==> config.mk <==
export PLATFORM = sky130hd
export DESIGN_NAME = power_mode_clock_sequencer
export DESIGN_NICKNAME = d
export VERILOG_FILES = /design/src/rtl/power_mode_clock_sequencer.v
export VERILOG_INCLUDE_DIRS = /design/src /design/src/rtl
export SDC_FILE = /design/constraint.sdc
export NUM_CORES = 1
export LEC_CHECK = 0
export BUFFER_PORTS_ARGS = -buffer_cell sky130_fd_sc_hd__buf_2
export CORE_MARGIN = 2
export CORE_UTILIZATION = 25
export DETAILED_ROUTE_END_ITERATION = 16
export PLACE_DENSITY = 0.42
export SYNTH_ARGS = -nofsm -noshare
export SYNTH_HDL_FRONTEND = slang
export SYNTH_SLANG_ARGS = --single-unit
==> constraint.sdc <==
create_clock -name i_ref_clk -period 3.5 [get_ports i_ref_clk]
set_input_delay 0.175 -clock i_ref_clk [delete_from_list [all_inputs] [get_ports i_ref_clk]]
set_output_delay 0.175 -clock i_ref_clk [all_outputs]
set_load 0.01 [all_outputs]
==> src/rtl/power_mode_clock_sequencer_defines.vh <==
`ifndef POWER_MODE_CLOCK_SEQUENCER_DEFINES_VH
`define POWER_MODE_CLOCK_SEQUENCER_DEFINES_VH

// register byte offsets
`define OFS_MODE_CTRL      8'h00
`define OFS_CLOCK_EXT      8'h04
`define OFS_WAKE_CFG       8'h08
`define OFS_STATUS         8'h0C

// mode control fields
`define MODE_LSB           0
`define MODE_MSB           1
`define INT_DIS_BIT        2
`define MSEL_LSB           3
`define MSEL_MSB           5
`define MODE_CTRL_RESET    6'h00

// mode codes
`define MODE_IDLE          2'h0
`define MODE_VOICE_DATA    2'h1
`define MODE_DATA_ONLY     2'h2
`define MODE_POWER_DOWN    2'h3

// clock extension fields
`define XSEL_LSB           0
`define XSEL_MSB           2
`define PD_EN_BIT          5
`define CLOCK_EXT_RESET    6'h00
`define XSEL_STOP          3'h4

// wake configuration fields
`define HOOK_IE_BIT        0
`define F7_IE_BIT          1
`define IOM_IE_BIT         2
`define LINE_RX_EN_BIT     3
`define IOM_EN_BIT         4
`define IOM_MASTER_BIT     5
`define WAKE_CFG_RESET     6'h00

// timing counts in master clock cycles
`define PD_COUNTDOWN       250
`define WAKE_MCLK_CYCLES   2

`endif

==> src/rtl/power_mode_clock_sequencer.v <==
// What this block does
// - master clock divided from crystal, seven rates
// - four power modes from mode field
// - code 11 without enable means Idle
// - voice and data mode enables audio, link controller, crossbar and port
// - data only mode drops audio processor
// - Idle after reset or by programming
// - Idle keeps clock, host, line, hookswitch
// - Idle disables port; serial pins until crossbar or IOM master
// - entering Idle clears link controller status
// - power-down stops clocks, keeps wake detection
// - power-down refused unless enable bit set
// - countdown 250 cycles, then hold clocks high
// - interrupt during countdown cancels power-down
// - line not in F3 keeps oscillator running
// - reset leaves power-down into Idle
// - host write strobe wakes, no data transferred
// - hookswitch change wakes when enabled
// - line F7 wakes when interrupts enabled
// - line noise runs oscillator, no wake
// - IOM master wakes on serial input low
// - IOM slave wakes on serial clock high
// - wake restores rate; reset gives 6.144
// - two master clocks before interrupt asserted
`include "power_mode_clock_sequencer_defines.vh"
`timescale 1ns/10ps
`default_nettype none

module power_mode_clock_sequencer
#(
  parameter integer PD_COUNT   = `PD_COUNTDOWN,
  parameter integer WAKE_COUNT = `WAKE_MCLK_CYCLES
)
(
  input  wire        i_ref_clk,
  input  wire        i_reset,
  input  wire        i_psel,
  input  wire        i_penable,
  input  wire        i_pwrite,
  input  wire [7:0]  i_paddr,
  input  wire [31:0] i_pwdata,
  output reg  [31:0] o_prdata,
  output reg         o_pready,
  output reg         o_pslverr,
  input  wire        i_crystal_in,
  output reg         o_crystal_out,
  output reg         o_master_clk,
  input  wire        i_irq_pending,
  output reg         o_int_n,
  input  wire        i_host_cs_n,
  input  wire        i_host_wr_n,
  output reg         o_host_write_block,
  input  wire        i_hookswitch_input,
  input  wire        i_line_f3,
  input  wire        i_line_f7,
  input  wire        i_line_osc_req,
  input  wire        i_serial_in_pin,
  input  wire        i_serial_clk_in,
  input  wire        i_crossbar_conn,
  output reg         o_audio_en,
  output reg         o_link_ctrl_en,
  output reg         o_crossbar_en,
  output reg         o_periph_en,
  output reg         o_periph_act_irq_en,
  output reg         o_line_en,
  output reg         o_host_if_en,
  output reg         o_link_ctrl_clear,
  output reg         o_serial_frame_sync_oe_n,
  output reg         o_serial_clk_oe_n
);

  localparam [3:0] ST_RUN   = 4'b0001;
  localparam [3:0] ST_COUNT = 4'b0010;
  localparam [3:0] ST_DOWN  = 4'b0100;
  localparam [3:0] ST_WAKE  = 4'b1000;
  localparam integer PD_LAST   = PD_COUNT - 1;
  localparam integer WAKE_LAST = WAKE_COUNT - 1;

  reg  [5:0] mode_ctrl;
  reg  [5:0] clock_ext;
  reg  [5:0] wake_cfg;
  reg  [3:0] state;
  reg  [3:0] next_state;
  reg  [8:0] cyc_cnt;
  reg  [5:0] period;
  reg  [5:0] sel_period;
  reg  [5:0] div_cnt;
  reg        stopped;
  reg        xtal_q;
  reg        hsw_q;
  reg        f7_q;
  reg        crossbar_made;
  reg  [1:0] mode_q;
  reg        next_mclk;
  reg  [31:0] rd_val;
  reg        rd_hit;

  wire [1:0] mode     = mode_ctrl[`MODE_MSB:`MODE_LSB];
  wire       int_dis  = mode_ctrl[`INT_DIS_BIT];
  wire [2:0] msel     = mode_ctrl[`MSEL_MSB:`MSEL_LSB];
  wire [2:0] xsel     = clock_ext[`XSEL_MSB:`XSEL_LSB];
  wire       pd_en    = clock_ext[`PD_EN_BIT];
  wire       st_run   = state[0];
  wire       st_count = state[1];
  wire       st_down  = state[2];
  wire       st_wake  = state[3];
  wire       line_rx  = wake_cfg[`LINE_RX_EN_BIT];
  wire       iom_en   = wake_cfg[`IOM_EN_BIT];
  wire       iom_mst  = wake_cfg[`IOM_MASTER_BIT];
  wire       irq_on   = i_irq_pending & ~int_dis;

  wire       setup    = i_psel & ~i_penable;
  wire       wr_done  = i_psel & i_penable & o_pready & i_pwrite;

  // oscillator runs unless powered down with a quiet line
  // oscillator stop
  wire osc_run = ~st_down | (line_rx & ~i_line_f3) | i_line_osc_req;
  wire xtal_rise = i_crystal_in & ~xtal_q & osc_run;
  wire mclk_rise = next_mclk & ~o_master_clk;
  wire div_wrap = stopped | (div_cnt >= period - 6'd1);

  wire wake_host = ~i_host_cs_n & ~i_host_wr_n;
  wire wake_hook = (i_hookswitch_input != hsw_q) & wake_cfg[`HOOK_IE_BIT];
  wire wake_f7 = line_rx & i_line_f7 & ~f7_q & ~int_dis & wake_cfg[`F7_IE_BIT];
  wire wake_iom_m = iom_en & iom_mst & ~i_serial_in_pin & ~int_dis & wake_cfg[`IOM_IE_BIT];
  wire wake_iom_s = iom_en & ~iom_mst & i_serial_clk_in & ~int_dis & wake_cfg[`IOM_IE_BIT];
  wire wake_any = wake_host | wake_hook | wake_f7 | wake_iom_m | wake_iom_s;

  always @*
  begin
    sel_period = 6'd2;
    case (xsel)
      3'h1:    sel_period = 6'd8;
      3'h2:    sel_period = 6'd16;
      3'h3:    sel_period = 6'd32;
      default:
      begin
        case (msel)
          3'h1:    sel_period = 6'd1;
          3'h2:    sel_period = 6'd4;
          3'h4:    sel_period = 6'd3;
          default: sel_period = 6'd2;
        endcase
      end
    endcase
  end

  always @*
  begin
    if (stopped || st_down)
      next_mclk = 1'b1;
    else if (period == 6'd1)
      next_mclk = i_crystal_in & osc_run;
    else
      next_mclk = (div_cnt < (period - (period >> 1)));
  end

  always @*
  begin
    next_state = state;
    case (state)
      ST_RUN:
        if (mode == `MODE_POWER_DOWN)
          next_state = ST_COUNT;
      ST_COUNT:
        if (irq_on || mode != `MODE_POWER_DOWN)
          next_state = ST_RUN;
        else if (mclk_rise && cyc_cnt == PD_LAST[8:0])
          next_state = ST_DOWN;
      ST_DOWN:
        if (wake_any)
          next_state = ST_WAKE;
      ST_WAKE:
        if (mclk_rise && cyc_cnt == WAKE_LAST[8:0])
          next_state = ST_RUN;
      default:
        next_state = ST_RUN;
    endcase
  end

  always @(posedge i_ref_clk or posedge i_reset)
  begin
    if (i_reset)
    begin
      state   <= ST_RUN;
      cyc_cnt <= 9'd0;
    end
    else
    begin
      state <= next_state;
      if (next_state != state)
        cyc_cnt <= 9'd0;
      else if ((st_count || st_wake) && mclk_rise)
        cyc_cnt <= cyc_cnt + 9'd1;
    end
  end

  // changes of rate or stop only land at a period boundary, so no short pulse
  always @(posedge i_ref_clk or posedge i_reset)
  begin
    if (i_reset)
    begin
      xtal_q       <= 1'b0;
      div_cnt      <= 6'd0;
      period       <= 6'd2;
      stopped      <= 1'b0;
      o_master_clk <= 1'b1;
      o_crystal_out <= 1'b1;
    end
    else
    begin
      xtal_q <= i_crystal_in;
      if (st_down)
        stopped <= 1'b1;
      if (xtal_rise)
      begin
        if (div_wrap)
        begin
          div_cnt <= 6'd0;
          period  <= sel_period;
          stopped <= st_down | (xsel == `XSEL_STOP);
        end
        else
          div_cnt <= div_cnt + 6'd1;
      end
      o_master_clk <= next_mclk;
      o_crystal_out <= osc_run ? ~i_crystal_in : 1'b1;
    end
  end

  // register writes
  always @(posedge i_ref_clk or posedge i_reset)
  begin
    if (i_reset)
    begin
      mode_ctrl <= `MODE_CTRL_RESET;
      clock_ext <= `CLOCK_EXT_RESET;
      wake_cfg  <= `WAKE_CFG_RESET;
    end
    else
    begin
      if (wr_done && i_paddr == `OFS_MODE_CTRL)
      begin
        mode_ctrl <= i_pwdata[5:0];
        if (i_pwdata[1:0] == `MODE_POWER_DOWN && !pd_en)
          mode_ctrl[`MODE_MSB:`MODE_LSB] <= `MODE_IDLE;
      end
      else if (st_count && irq_on)
        mode_ctrl[`MODE_MSB:`MODE_LSB] <= `MODE_IDLE;
      else if (st_down && wake_any)
        mode_ctrl[`MODE_MSB:`MODE_LSB] <= `MODE_IDLE;
      if (wr_done && i_paddr == `OFS_CLOCK_EXT)
        clock_ext <= i_pwdata[5:0];
      if (wr_done && i_paddr == `OFS_WAKE_CFG)
        wake_cfg <= i_pwdata[5:0];
    end
  end

  always @*
  begin
    rd_val = 32'h00000000;
    rd_hit = 1'b1;
    case (i_paddr)
      `OFS_MODE_CTRL: rd_val[5:0] = mode_ctrl;
      `OFS_CLOCK_EXT: rd_val[5:0] = clock_ext;
      `OFS_WAKE_CFG:  rd_val[5:0] = wake_cfg;
      `OFS_STATUS:    rd_val[7:0] = {i_line_f3, stopped, osc_run, 1'b0, state};
      default:        rd_hit = 1'b0;
    endcase
  end

  // no wait state: read data latched in the setup cycle
  always @(posedge i_ref_clk or posedge i_reset)
  begin
    if (i_reset)
    begin
      o_pready  <= 1'b0;
      o_pslverr <= 1'b0;
      o_prdata  <= 32'h00000000;
    end
    else
    begin
      o_pready  <= setup;
      o_pslverr <= setup & ~rd_hit;
      if (setup)
        o_prdata <= (i_pwrite || !rd_hit) ? 32'h00000000 : rd_val;
    end
  end

  // block gating and pins
  always @(posedge i_ref_clk or posedge i_reset)
  begin
    if (i_reset)
    begin
      hsw_q                    <= 1'b0;
      f7_q                     <= 1'b0;
      crossbar_made            <= 1'b0;
      mode_q                   <= `MODE_IDLE;
      o_int_n                  <= 1'b1;
      o_host_write_block       <= 1'b0;
      o_audio_en               <= 1'b0;
      o_link_ctrl_en           <= 1'b0;
      o_crossbar_en            <= 1'b0;
      o_periph_en              <= 1'b0;
      o_periph_act_irq_en      <= 1'b0;
      o_line_en                <= 1'b0;
      o_host_if_en             <= 1'b0;
      o_link_ctrl_clear        <= 1'b0;
      o_serial_frame_sync_oe_n <= 1'b1;
      o_serial_clk_oe_n        <= 1'b1;
    end
    else
    begin
      hsw_q <= i_hookswitch_input;
      f7_q  <= i_line_f7;
      crossbar_made <= crossbar_made | i_crossbar_conn;
      o_int_n <= ~(irq_on & ~st_down & ~st_wake);
      if (st_down)
        o_host_write_block <= 1'b1;
      else if (i_host_wr_n)
        o_host_write_block <= 1'b0;
      // all blocks in voice and data
      o_audio_en     <= st_run & (mode == `MODE_VOICE_DATA);
      o_link_ctrl_en <= st_run & (mode == `MODE_VOICE_DATA || mode == `MODE_DATA_ONLY);
      o_crossbar_en  <= st_run & (mode == `MODE_VOICE_DATA || mode == `MODE_DATA_ONLY);
      // port off in idle, irq kept
      o_periph_en    <= st_run & (mode == `MODE_VOICE_DATA || mode == `MODE_DATA_ONLY);
      o_periph_act_irq_en <= ~st_down & iom_en;
      o_line_en      <= line_rx;
      o_host_if_en   <= ~st_down;
      // clear link status on Idle entry
      mode_q            <= mode;
      o_link_ctrl_clear <= (mode == `MODE_IDLE) && (mode_q != `MODE_IDLE);
      o_serial_frame_sync_oe_n <= ~(crossbar_made | i_crossbar_conn | (iom_en & iom_mst));
      o_serial_clk_oe_n        <= ~(crossbar_made | i_crossbar_conn | (iom_en & iom_mst));
    end
  end

endmodule

`default_nettype wire

After elaboration in Yosys (flattened, before gate mapping)
Cells that the tools add are included.
Storage, ports and cells
  bits in registers: 95
  input port bits: 56
  output and inout bits: 48
  logic and storage cells: 166
Operators by class
  add/subtract/negate cells: 4
  $lt $le $gt $ge: 2
  eq/ne operators: 24
  mux-type cells: 27
  bitwise operators: 56
  reduce and logical (&&, ||, !) cells: 25
Operator list (number)
  $and 1x1->1: 30
  $pmux 6 s4: 1
  $mux 4: 5
  $mux 9: 2
  $pmux 6 s3: 1
  $eq 8x4->1 const B: 2
  $not 1->1: 16
  $pmux 4 s4: 1
  $logic_and 1x1->1: 10
  $mux 2: 5
  $or 1x1->1: 10
  $add 9x1->9 const B: 1
  $eq 3x2->1 const B: 3
  $eq 9x1->1 const B: 1
  $eq 9x8->1 const B: 1
  $mux 1: 9
  $pmux 3 s3: 1
  $eq 8x3->1 const B: 1
  $logic_not 8->1: 1
  $mux 8: 1
  $add 6x1->6 const B: 1
  $eq 2x2->1 const B: 3
  $eq 3x1->1 const B: 2
  $eq 3x3->1 const B: 2
  other kinds (21): 28

Logic depth before layout (Yosys ltp)
Gate-level depths: netlist of run 1.
  word-level depth: 14
  gate-level depth with buffers: 17

Worst setup path after synthesis of run 1
OpenSTA, ideal clock, no wires.
  path kind: reg2reg
  start point: register period[1]
  end point: register cyc_cnt[1]
  arrival time: 2911 ps
  required time: 3405 ps
  setup slack: 494 ps
  stages on the path, launching flop included: 18
  buffers on the path: 2
  period minus slack after synthesis: 3006 ps
  cells stage by stage: dfstp_2 inv_1 ha_1 o21bai_1 a21oi_1 nor2_1 nor2_1 o21bai_1 xnor2_1 ha_1 nand2_1 o211ai_1 o21bai_4 buf_6 a21oi_1 o22a_1 buf_6 nor4b_2
Between the ends
  longest elaborated chain between the ends: 11
RTL lines
  from (decl): RTL line power_mode_clock_sequencer.v:85  | reg [5:0] period;
  from (signal assigned): RTL line power_mode_clock_sequencer.v:220  | period <= sel_period;
  $sub 6x5->6: RTL line power_mode_clock_sequencer.v:155  | next_mclk = (div_cnt < (period - (period >> 1)));
  $lt 6x6->1: RTL line power_mode_clock_sequencer.v:155
  $mux 1 *: RTL line power_mode_clock_sequencer.v:152  | else if (period == 6'd1)
  $mux 1 *: RTL line power_mode_clock_sequencer.v:150  | if (stopped || st_down)
  $and 1x1->1 *: RTL line power_mode_clock_sequencer.v:119  | wire mclk_rise = next_mclk & ~o_master_clk;
  $logic_and 1x1->1: RTL line power_mode_clock_sequencer.v:168  | else if (mclk_rise && cyc_cnt == PD_LAST[8:0])
  $mux 4: RTL line power_mode_clock_sequencer.v:168
  $mux 4: RTL line power_mode_clock_sequencer.v:166  | if (irq_on || mode != `MODE_POWER_DOWN)
  $pmux 4 s4: RTL line power_mode_clock_sequencer.v:161  | case (state)
  $ne 4x4->1: RTL line power_mode_clock_sequencer.v:191  | if (next_state != state)
  $mux 9 or $reduce_bool 2->1 (tied branches)
  to (signal assigned): RTL line power_mode_clock_sequencer.v:194  | cyc_cnt <= cyc_cnt + 9'd1;
  to (decl): RTL line power_mode_clock_sequencer.v:84  | reg [8:0] cyc_cnt;
Every way passes the cells marked *; elsewhere a longest branch is shown, timed or not.
A chain may end at the register's enable or synchronous reset.

Worst setup path after layout of run 1
Ends and elaborated chain as after synthesis.

==> results of run 1 <==
[Yosys cell counts (all sizes together) (3+ instances only)]
master / number
dfrtp: 65
buf: 38
nand2: 37
ha: 29
o21ai: 29
inv: 24
nor2: 22
nand3: 19
xnor2: 19
a21oi: 14
mux2: 12
nor4: 11
nand4: 8
nor3: 8
nand2b: 7
a211oi: 6
dfstp: 6
a211o: 5
a21o: 5
mux4: 5
and2: 4
clkbuf: 4
mux2i: 4
nor4b: 4
nand3b: 3
nor2b: 3
o21bai: 3
[metal layers]
metal | GRT usage [%] | routed length [um] | vias up
li1 | - | - | 1524
met1 | 17.3 | 5180 | 1524
met2 | 17.9 | 4640 | 72
met3 | 3.67 | 474 | 8
met4 | 3.01 | 117 | 0
met5 | 0 | 0 | -
[where the power goes]
group          switching [W]  internal (W)
clock               0.000334      0.000509
sequential         0.0000426      0.000859
combinational       0.000271      0.000203
total               0.000648       0.00157
[cell usage in the layout, fill, tap and decap left out, types with 3 or more instances in the layout]
cell | netlist | layout
clkbuf_16 | 0 | 9
ha_1 | 29 | 29
a211oi_1 | 6 | 6
buf_4 | 29 | 8
mux2_4 | 4 | 4
nand3_1 | 18 | 18
mux2i_1 | 4 | 4
o21ai_0 | 29 | 29
mux2_2 | 8 | 8
nand2b_1 | 6 | 6
inv_1 | 23 | 22
nor2b_1 | 3 | 3
and2_1 | 4 | 4
dfrtp_1 | 65 | 65
xnor2_1 | 19 | 19
conb_1 | 1 | 24
dlygate4sd3_1 | 0 | 3
dfstp_2 | 6 | 6
a211o_1 | 5 | 4
buf_2 | 5 | 53
nor4b_1 | 3 | 3
nor2_1 | 21 | 21
nor3_1 | 6 | 6
nand2_1 | 37 | 37
a21o_1 | 4 | 4
a21oi_2 | 2 | 3
nor4_2 | 10 | 9
a21oi_1 | 12 | 11
nand4_1 | 8 | 8
mux4_2 | 5 | 5
[registers in the layout, summed over array words and instances (netlist names), 2 cells and up]
name and cells:
o_prdata 8, period 6, wake_cfg 6, cyc_cnt 9, clock_ext 6, div_cnt 6
state 4, mode_q 2, mode_ctrl 6
[final cells by class]
type	count	area share (%)
well taps	225	5.58
multi-input cells	303	44.6
inverters	24	1.78
clock buffers	13	5.16
flip-flops and latches	71	35.3
clock inverters	1	0.0992
repair buffers	65	7.44
[per-stage QoR]
stage / hold slack (ps) / area, um2 / power [W] / setup TNS, ps
after floorplan: 206 / 4410 / 0.00127 / 0
after CTS: 17.5 / 5030 / 0.00226 / 0
after global routing: 39.0 / 5050 / 0.00236 / -2.49
after detailed placement: 308 / 4730 / 0.00139 / 0
final: 28.1 / 5050 / 0.00222 / 0
after global placement: 305 / 4730 / 0.00138 / 0
[what timing repair did]
item,4_1_cts,5_1_grt
setup endpoints to repair,0,9
endpoints found under the hold margin,3,0
hold buffers,3,0
gates resized for setup,0,4
[cells by family after synthesis]
kind of cell	share of synthesized area, %
adders and majority gates	8.86
and+or+nand+nor	18.0
other	0.0868
muxes	7.01
DFF	41.3
buffers and inverters	9.09
AOI/OAI and AO/OA	11.4
xor gates and xnor gates	4.26
[worst max path at each step]
stage / slack [ps] / startpoint / to
after floorplan: 490 / period[1] / cyc_cnt[1]
after global placement: 230 / period[1] / cyc_cnt[8]
after detailed placement: 170 / period[1] / cyc_cnt[6]
after CTS: 160 / period[1] / cyc_cnt[6]
after global routing: -2 / period[1] / cyc_cnt[8]
final: 290 / period[1] / cyc_cnt[1]
[critical path: stages (launching register included)]
cell	delay (ps)
dfstp_2	570
inv_1	60
ha_1	280
o21bai_1	170
a21oi_2	90
nor2_1	90
nor2_1	50
o21bai_1	140
xnor2_1	140
ha_1	280
a21oi_1	130
o211ai_1	90
o21bai_4	210
buf_4	180
a21oi_1	230
mux2i_1	210
nor4b_2	190
==> flow_metrics.env, run 1 <==
export IMPL_worstSetupStartpointType="flip-flop"
export IMPL_postCtsSetupBuffers=0
export IMPL_cts_made_buffers=9
export IMPL_drive_gt1_share_pct=26.2
export IMPL_critical_path_class="reg2reg"
export IMPL_synthCells=417
export IMPL_rrSetupSlack_ps=290
export IMPL_num_vias=3128
export IMPL_wirelength_mm=10.4
export IMPL_finish_utilization_pct=29.5
export IMPL_cts_root_buf="clkbuf_16"
export IMPL_max_slew_margin_pct=35.7
export IMPL_hpwl_mm=7.79
export IMPL_die_y_um=135
export IMPL_grt_pass1_wl_mm=16.9
export IMPL_ff_latch_area_um2=1780
export IMPL_cts_tree="done"
export IMPL_finalWorstSetupSlack_ps=289
export IMPL_gp_congestion=0.783
export IMPL_grt_pass1_vias=3108
export IMPL_finalCriticalPeriod_ps=3210
export IMPL_hold_start="i_host_wr_n"
export IMPL_yosysWarnings=0
export IMPL_yosysTopAreaCell="dfrtp_1"
export IMPL_synth_area_um2=4320
export IMPL_drv_slew=0
export IMPL_drv_cap=0
export IMPL_holdCritPathClass="in2reg"
export IMPL_skew_ps=4.44
export IMPL_cts_sinks=71
export IMPL_synth_flop_cell="dfrtp_1"
export IMPL_drtIter0Drc=251
export IMPL_r2r_end="cyc_cnt[1]"
export IMPL_yosysTopAreaCellShare_pct=37.6
export IMPL_hold_path_depth=2
export IMPL_place_ws_ps=166
export IMPL_syn_to_final_growth_pct=16.8
export IMPL_multi_input_area_um2=2250
export IMPL_finalCritPeriodShare_pct=91.7
export IMPL_hold_viol=0
export IMPL_n_antenna_cell=0
export IMPL_core_rowCount=48
export IMPL_hold_path_end="o_host_write_block"
export IMPL_ios=104
export IMPL_p_per_area_nw_per_um2=440
export IMPL_yosys_top_cells_area="dfrtp_1 38%, ha_1 8.4%, buf_4 5.0%"
export IMPL_synth_edf_count=0
export IMPL_crit_fanout=8
export IMPL_detail_route_wl_per_cell_um=14.8
export IMPL_cts_buffer_depth=2
export IMPL_die_area_um2=18300
export IMPL_synth_area_per_cell_um2=10.4
export IMPL_ys_ff_latch=71
export IMPL_cts_max_level=3
export IMPL_portBuffers=53
export IMPL_dr_pass1_iters=4
export IMPL_die_x_um=135
export IMPL_timing_rr_start="period[1]"
export IMPL_worst_r2r_path_depth=16
export IMPL_via_per_inst=4.46
export IMPL_grt_start_max_net_pins=72
export IMPL_peakVddDrop_uv=203
export IMPL_final_cells=702
export IMPL_grtUsageTotal_pct=12.1
export IMPL_p_leak_nw=2.30
export IMPL_clock_latency_ps=340
export IMPL_ys_async_sr_fraction_pct=100
export IMPL_antenna_found_initial=0
export IMPL_drcViolationCount=0
export IMPL_yosys_cell_types_count=60
export IMPL_fmax_mhz=311
export IMPL_final_nets=560
export IMPL_outcome="complete, no violations"
export IMPL_grt_overflow=0
export IMPL_place_inst=685
export IMPL_path_clk_slew_ps=50
export IMPL_initial_utilization_pct=25.2
export IMPL_crit_path_end_kind="flip-flop"
export IMPL_crit_arrival_ps=3460
export IMPL_num_fill_cells=1808
export IMPL_worst_slew_pin_slew_ps=965
export IMPL_rsz0062_at_grt="yes"
export IMPL_setup_viol=0
export IMPL_seq_area_frac_synth_pct=41.3
export IMPL_ant_nets=0
export IMPL_critPathRequiredTime_ps=3750
export IMPL_core_area_um2=17100
Note: power is estimated with default switching activity, not from simulation.
==> run 2, diff against run 1 <==
Settings changed: PLACE_DENSITY 0.42 to not set.
==> flow_metrics.env, run 2 (synthesis gave the netlist of run 1 again) <==
export IMPL_skew_ps=6.68
export IMPL_final_nets=557
export IMPL_clock_latency_ps=330
export IMPL_drv_slew=0
export IMPL_setup_viol=0
export IMPL_n_antenna_cell=0
export IMPL_cts_sinks=71
export IMPL_die_x_um=135
export IMPL_grtUsageTotal_pct=11.8
export IMPL_cpPeakStageDelay_ps=580
export IMPL_largest_register_ffs=9
export IMPL_outcome="complete, no violations"
export IMPL_holdCritPathClass="in2reg"
export IMPL_power_w=0.00231
export IMPL_gp_congestion=0.871
export IMPL_internal_power_w=0.00165
export IMPL_switching_share_pct=28.4
export IMPL_grt_pass1_vias=3289
export IMPL_num_vias=3217
export IMPL_power_frac_seq_pct=38.9
export IMPL_mostFrequentLayoutCells="65 x dfrtp_1, 53 x buf_2, 36 x nand2_1"
export IMPL_cts_max_level=3
export IMPL_crit_family="adder cells"
export IMPL_cts_buffer_depth=2
export IMPL_cts_tree="done"
export IMPL_top_regs="cyc_cnt (9), o_prdata (8)"
export IMPL_peakVddDrop_uv=204
export IMPL_crit_path_end_kind="flip-flop"
export IMPL_wirelength_mm=10.4
export IMPL_slowest_stage="dfstp_2"
export IMPL_die_y_um=135
export IMPL_ios=104
export IMPL_grt_start_max_net_pins=72
export IMPL_drv_cap=0
export IMPL_worstSetupStartpointType="flip-flop"
export IMPL_drtIter0Drc=251
export IMPL_drive_gt1_share_pct=26.3
export IMPL_final_cells=700
export IMPL_p_switching_w=0.000657
export IMPL_cts_root_buf="clkbuf_16"
export IMPL_portBuffers=53
export IMPL_die_area_um2=18300
export IMPL_via_per_inst=4.60
export IMPL_critical_path_class="reg2reg"
export IMPL_hpwl_mm=7.83
export IMPL_max_slew_margin_pct=37.4
export IMPL_critPathRequiredTime_ps=3730
export IMPL_detail_route_wl_per_cell_um=14.9
export IMPL_crit_arrival_ps=3570
export IMPL_drcViolationCount=0
export IMPL_core_area_um2=17100
export IMPL_p_leak_nw=2.29
export IMPL_pwr_share_comb_pct=21.5
export IMPL_tns_ps=0
export IMPL_grt_pass1_wl_mm=16.8
export IMPL_crit_fanout=5
export IMPL_worst_slew_pin_slew_ps=939
export IMPL_whs_ps=40.0
export IMPL_mostFrequentLayoutCell="dfrtp_1"
export IMPL_initial_utilization_pct=25.2
export IMPL_crit_chain="ha_1 -> inv_1 -> fa_1 -> a21oi_1 -> nor2_1 -> nor2_1 -> xnor2_1 -> ha_1 -> nand2_1 -> o211ai_1 -> o21bai_4 -> nand2_2 -> a211o_4 -> nor4b_2"
export IMPL_antenna_found_initial=1
export IMPL_p_per_area_nw_per_um2=456
export IMPL_finalCriticalPeriod_ps=3340
export IMPL_clkPwrFrac_pct=39.6
export IMPL_core_rowCount=48
export IMPL_hold_viol=0
export IMPL_top_register="cyc_cnt"
export IMPL_finalCritPeriodShare_pct=95.5
export IMPL_dr_pass1_iters=4
export IMPL_path_clk_slew_ps=60
export IMPL_cts_made_buffers=9
export IMPL_place_inst=681
export IMPL_grt_overflow=0
export IMPL_num_fill_cells=1755
export IMPL_ant_nets=0
export IMPL_crit_buf_inv=1
export IMPL_fmax_mhz=299
export IMPL_syn_to_final_growth_pct=17.3
## run 2: metrics by stage
stage               worst slack [ps]  area [um2]  utilization (%)
finish                           157        5070             29.6
global route                   -4.69        5070             29.6
CTS                             71.0        5010             29.3
detailed placement              85.7        4690             27.4
global placement                 244        4690             27.4
floorplan                        494        4410                -
## run 2: worst paths after layout
| kind | end | slack [ps] | from | depth (start not counted) |
|---|---|---|---|---|
| min in group asynchronous | cyc_cnt[1] | 120 | i_reset | 3 |
| worst max register to register | cyc_cnt[1] | 160 | period[1] | 14 |
| worst min-delay path | o_host_write_block | 40 | i_host_wr_n | 2 |
| worst max-delay path | cyc_cnt[1] | 160 | period[1] | 14 |
| max in group asynchronous | div_cnt[0] | 2770 | i_reset | 3 |
| worst min register to register | o_link_ctrl_clear | 460 | mode_q[0] | 1 |
## run 2: what timing repair did
item,in CTS,in global routing
endpoints found under the hold margin,3,0
gates resized for setup,0,9
hold buffers,3,0
setup buffers,0,0
setup endpoints to repair,0,9
## run 2: cell type report
class / instances / area, um2 / area share, %
clock buffers: 14 / 264 / 5.21
clock inverters: 1 / 30.0 / 0.593
inverters: 24 / 90.1 / 1.78
multi-input cells: 304 / 2280 / 45.0
flip-flops and latches: 71 / 1780 / 35.2
well taps: 225 / 282 / 5.56
repair buffers: 61 / 337 / 6.64
## run 2: per-layer routing
layer	up-vias	wire (um)	global-route usage, %
li1	1516	-	-
met1	1590	4480	14.4
met2	93	5170	20.2
met3	16	584	2.77
met4	2	182	4.57
met5	-	13	0
## run 2: power groups by stage
stage,Sequential (W),Clock [W],Combinational [W]
floorplan,0.000906,0,0.000365
detailed placement,0.000914,0,0.000462
global placement,0.000914,0,0.000440
CTS,0.000900,0.000943,0.000467
global route,0.000905,0.000977,0.000552
finish,0.000899,0.000916,0.000497
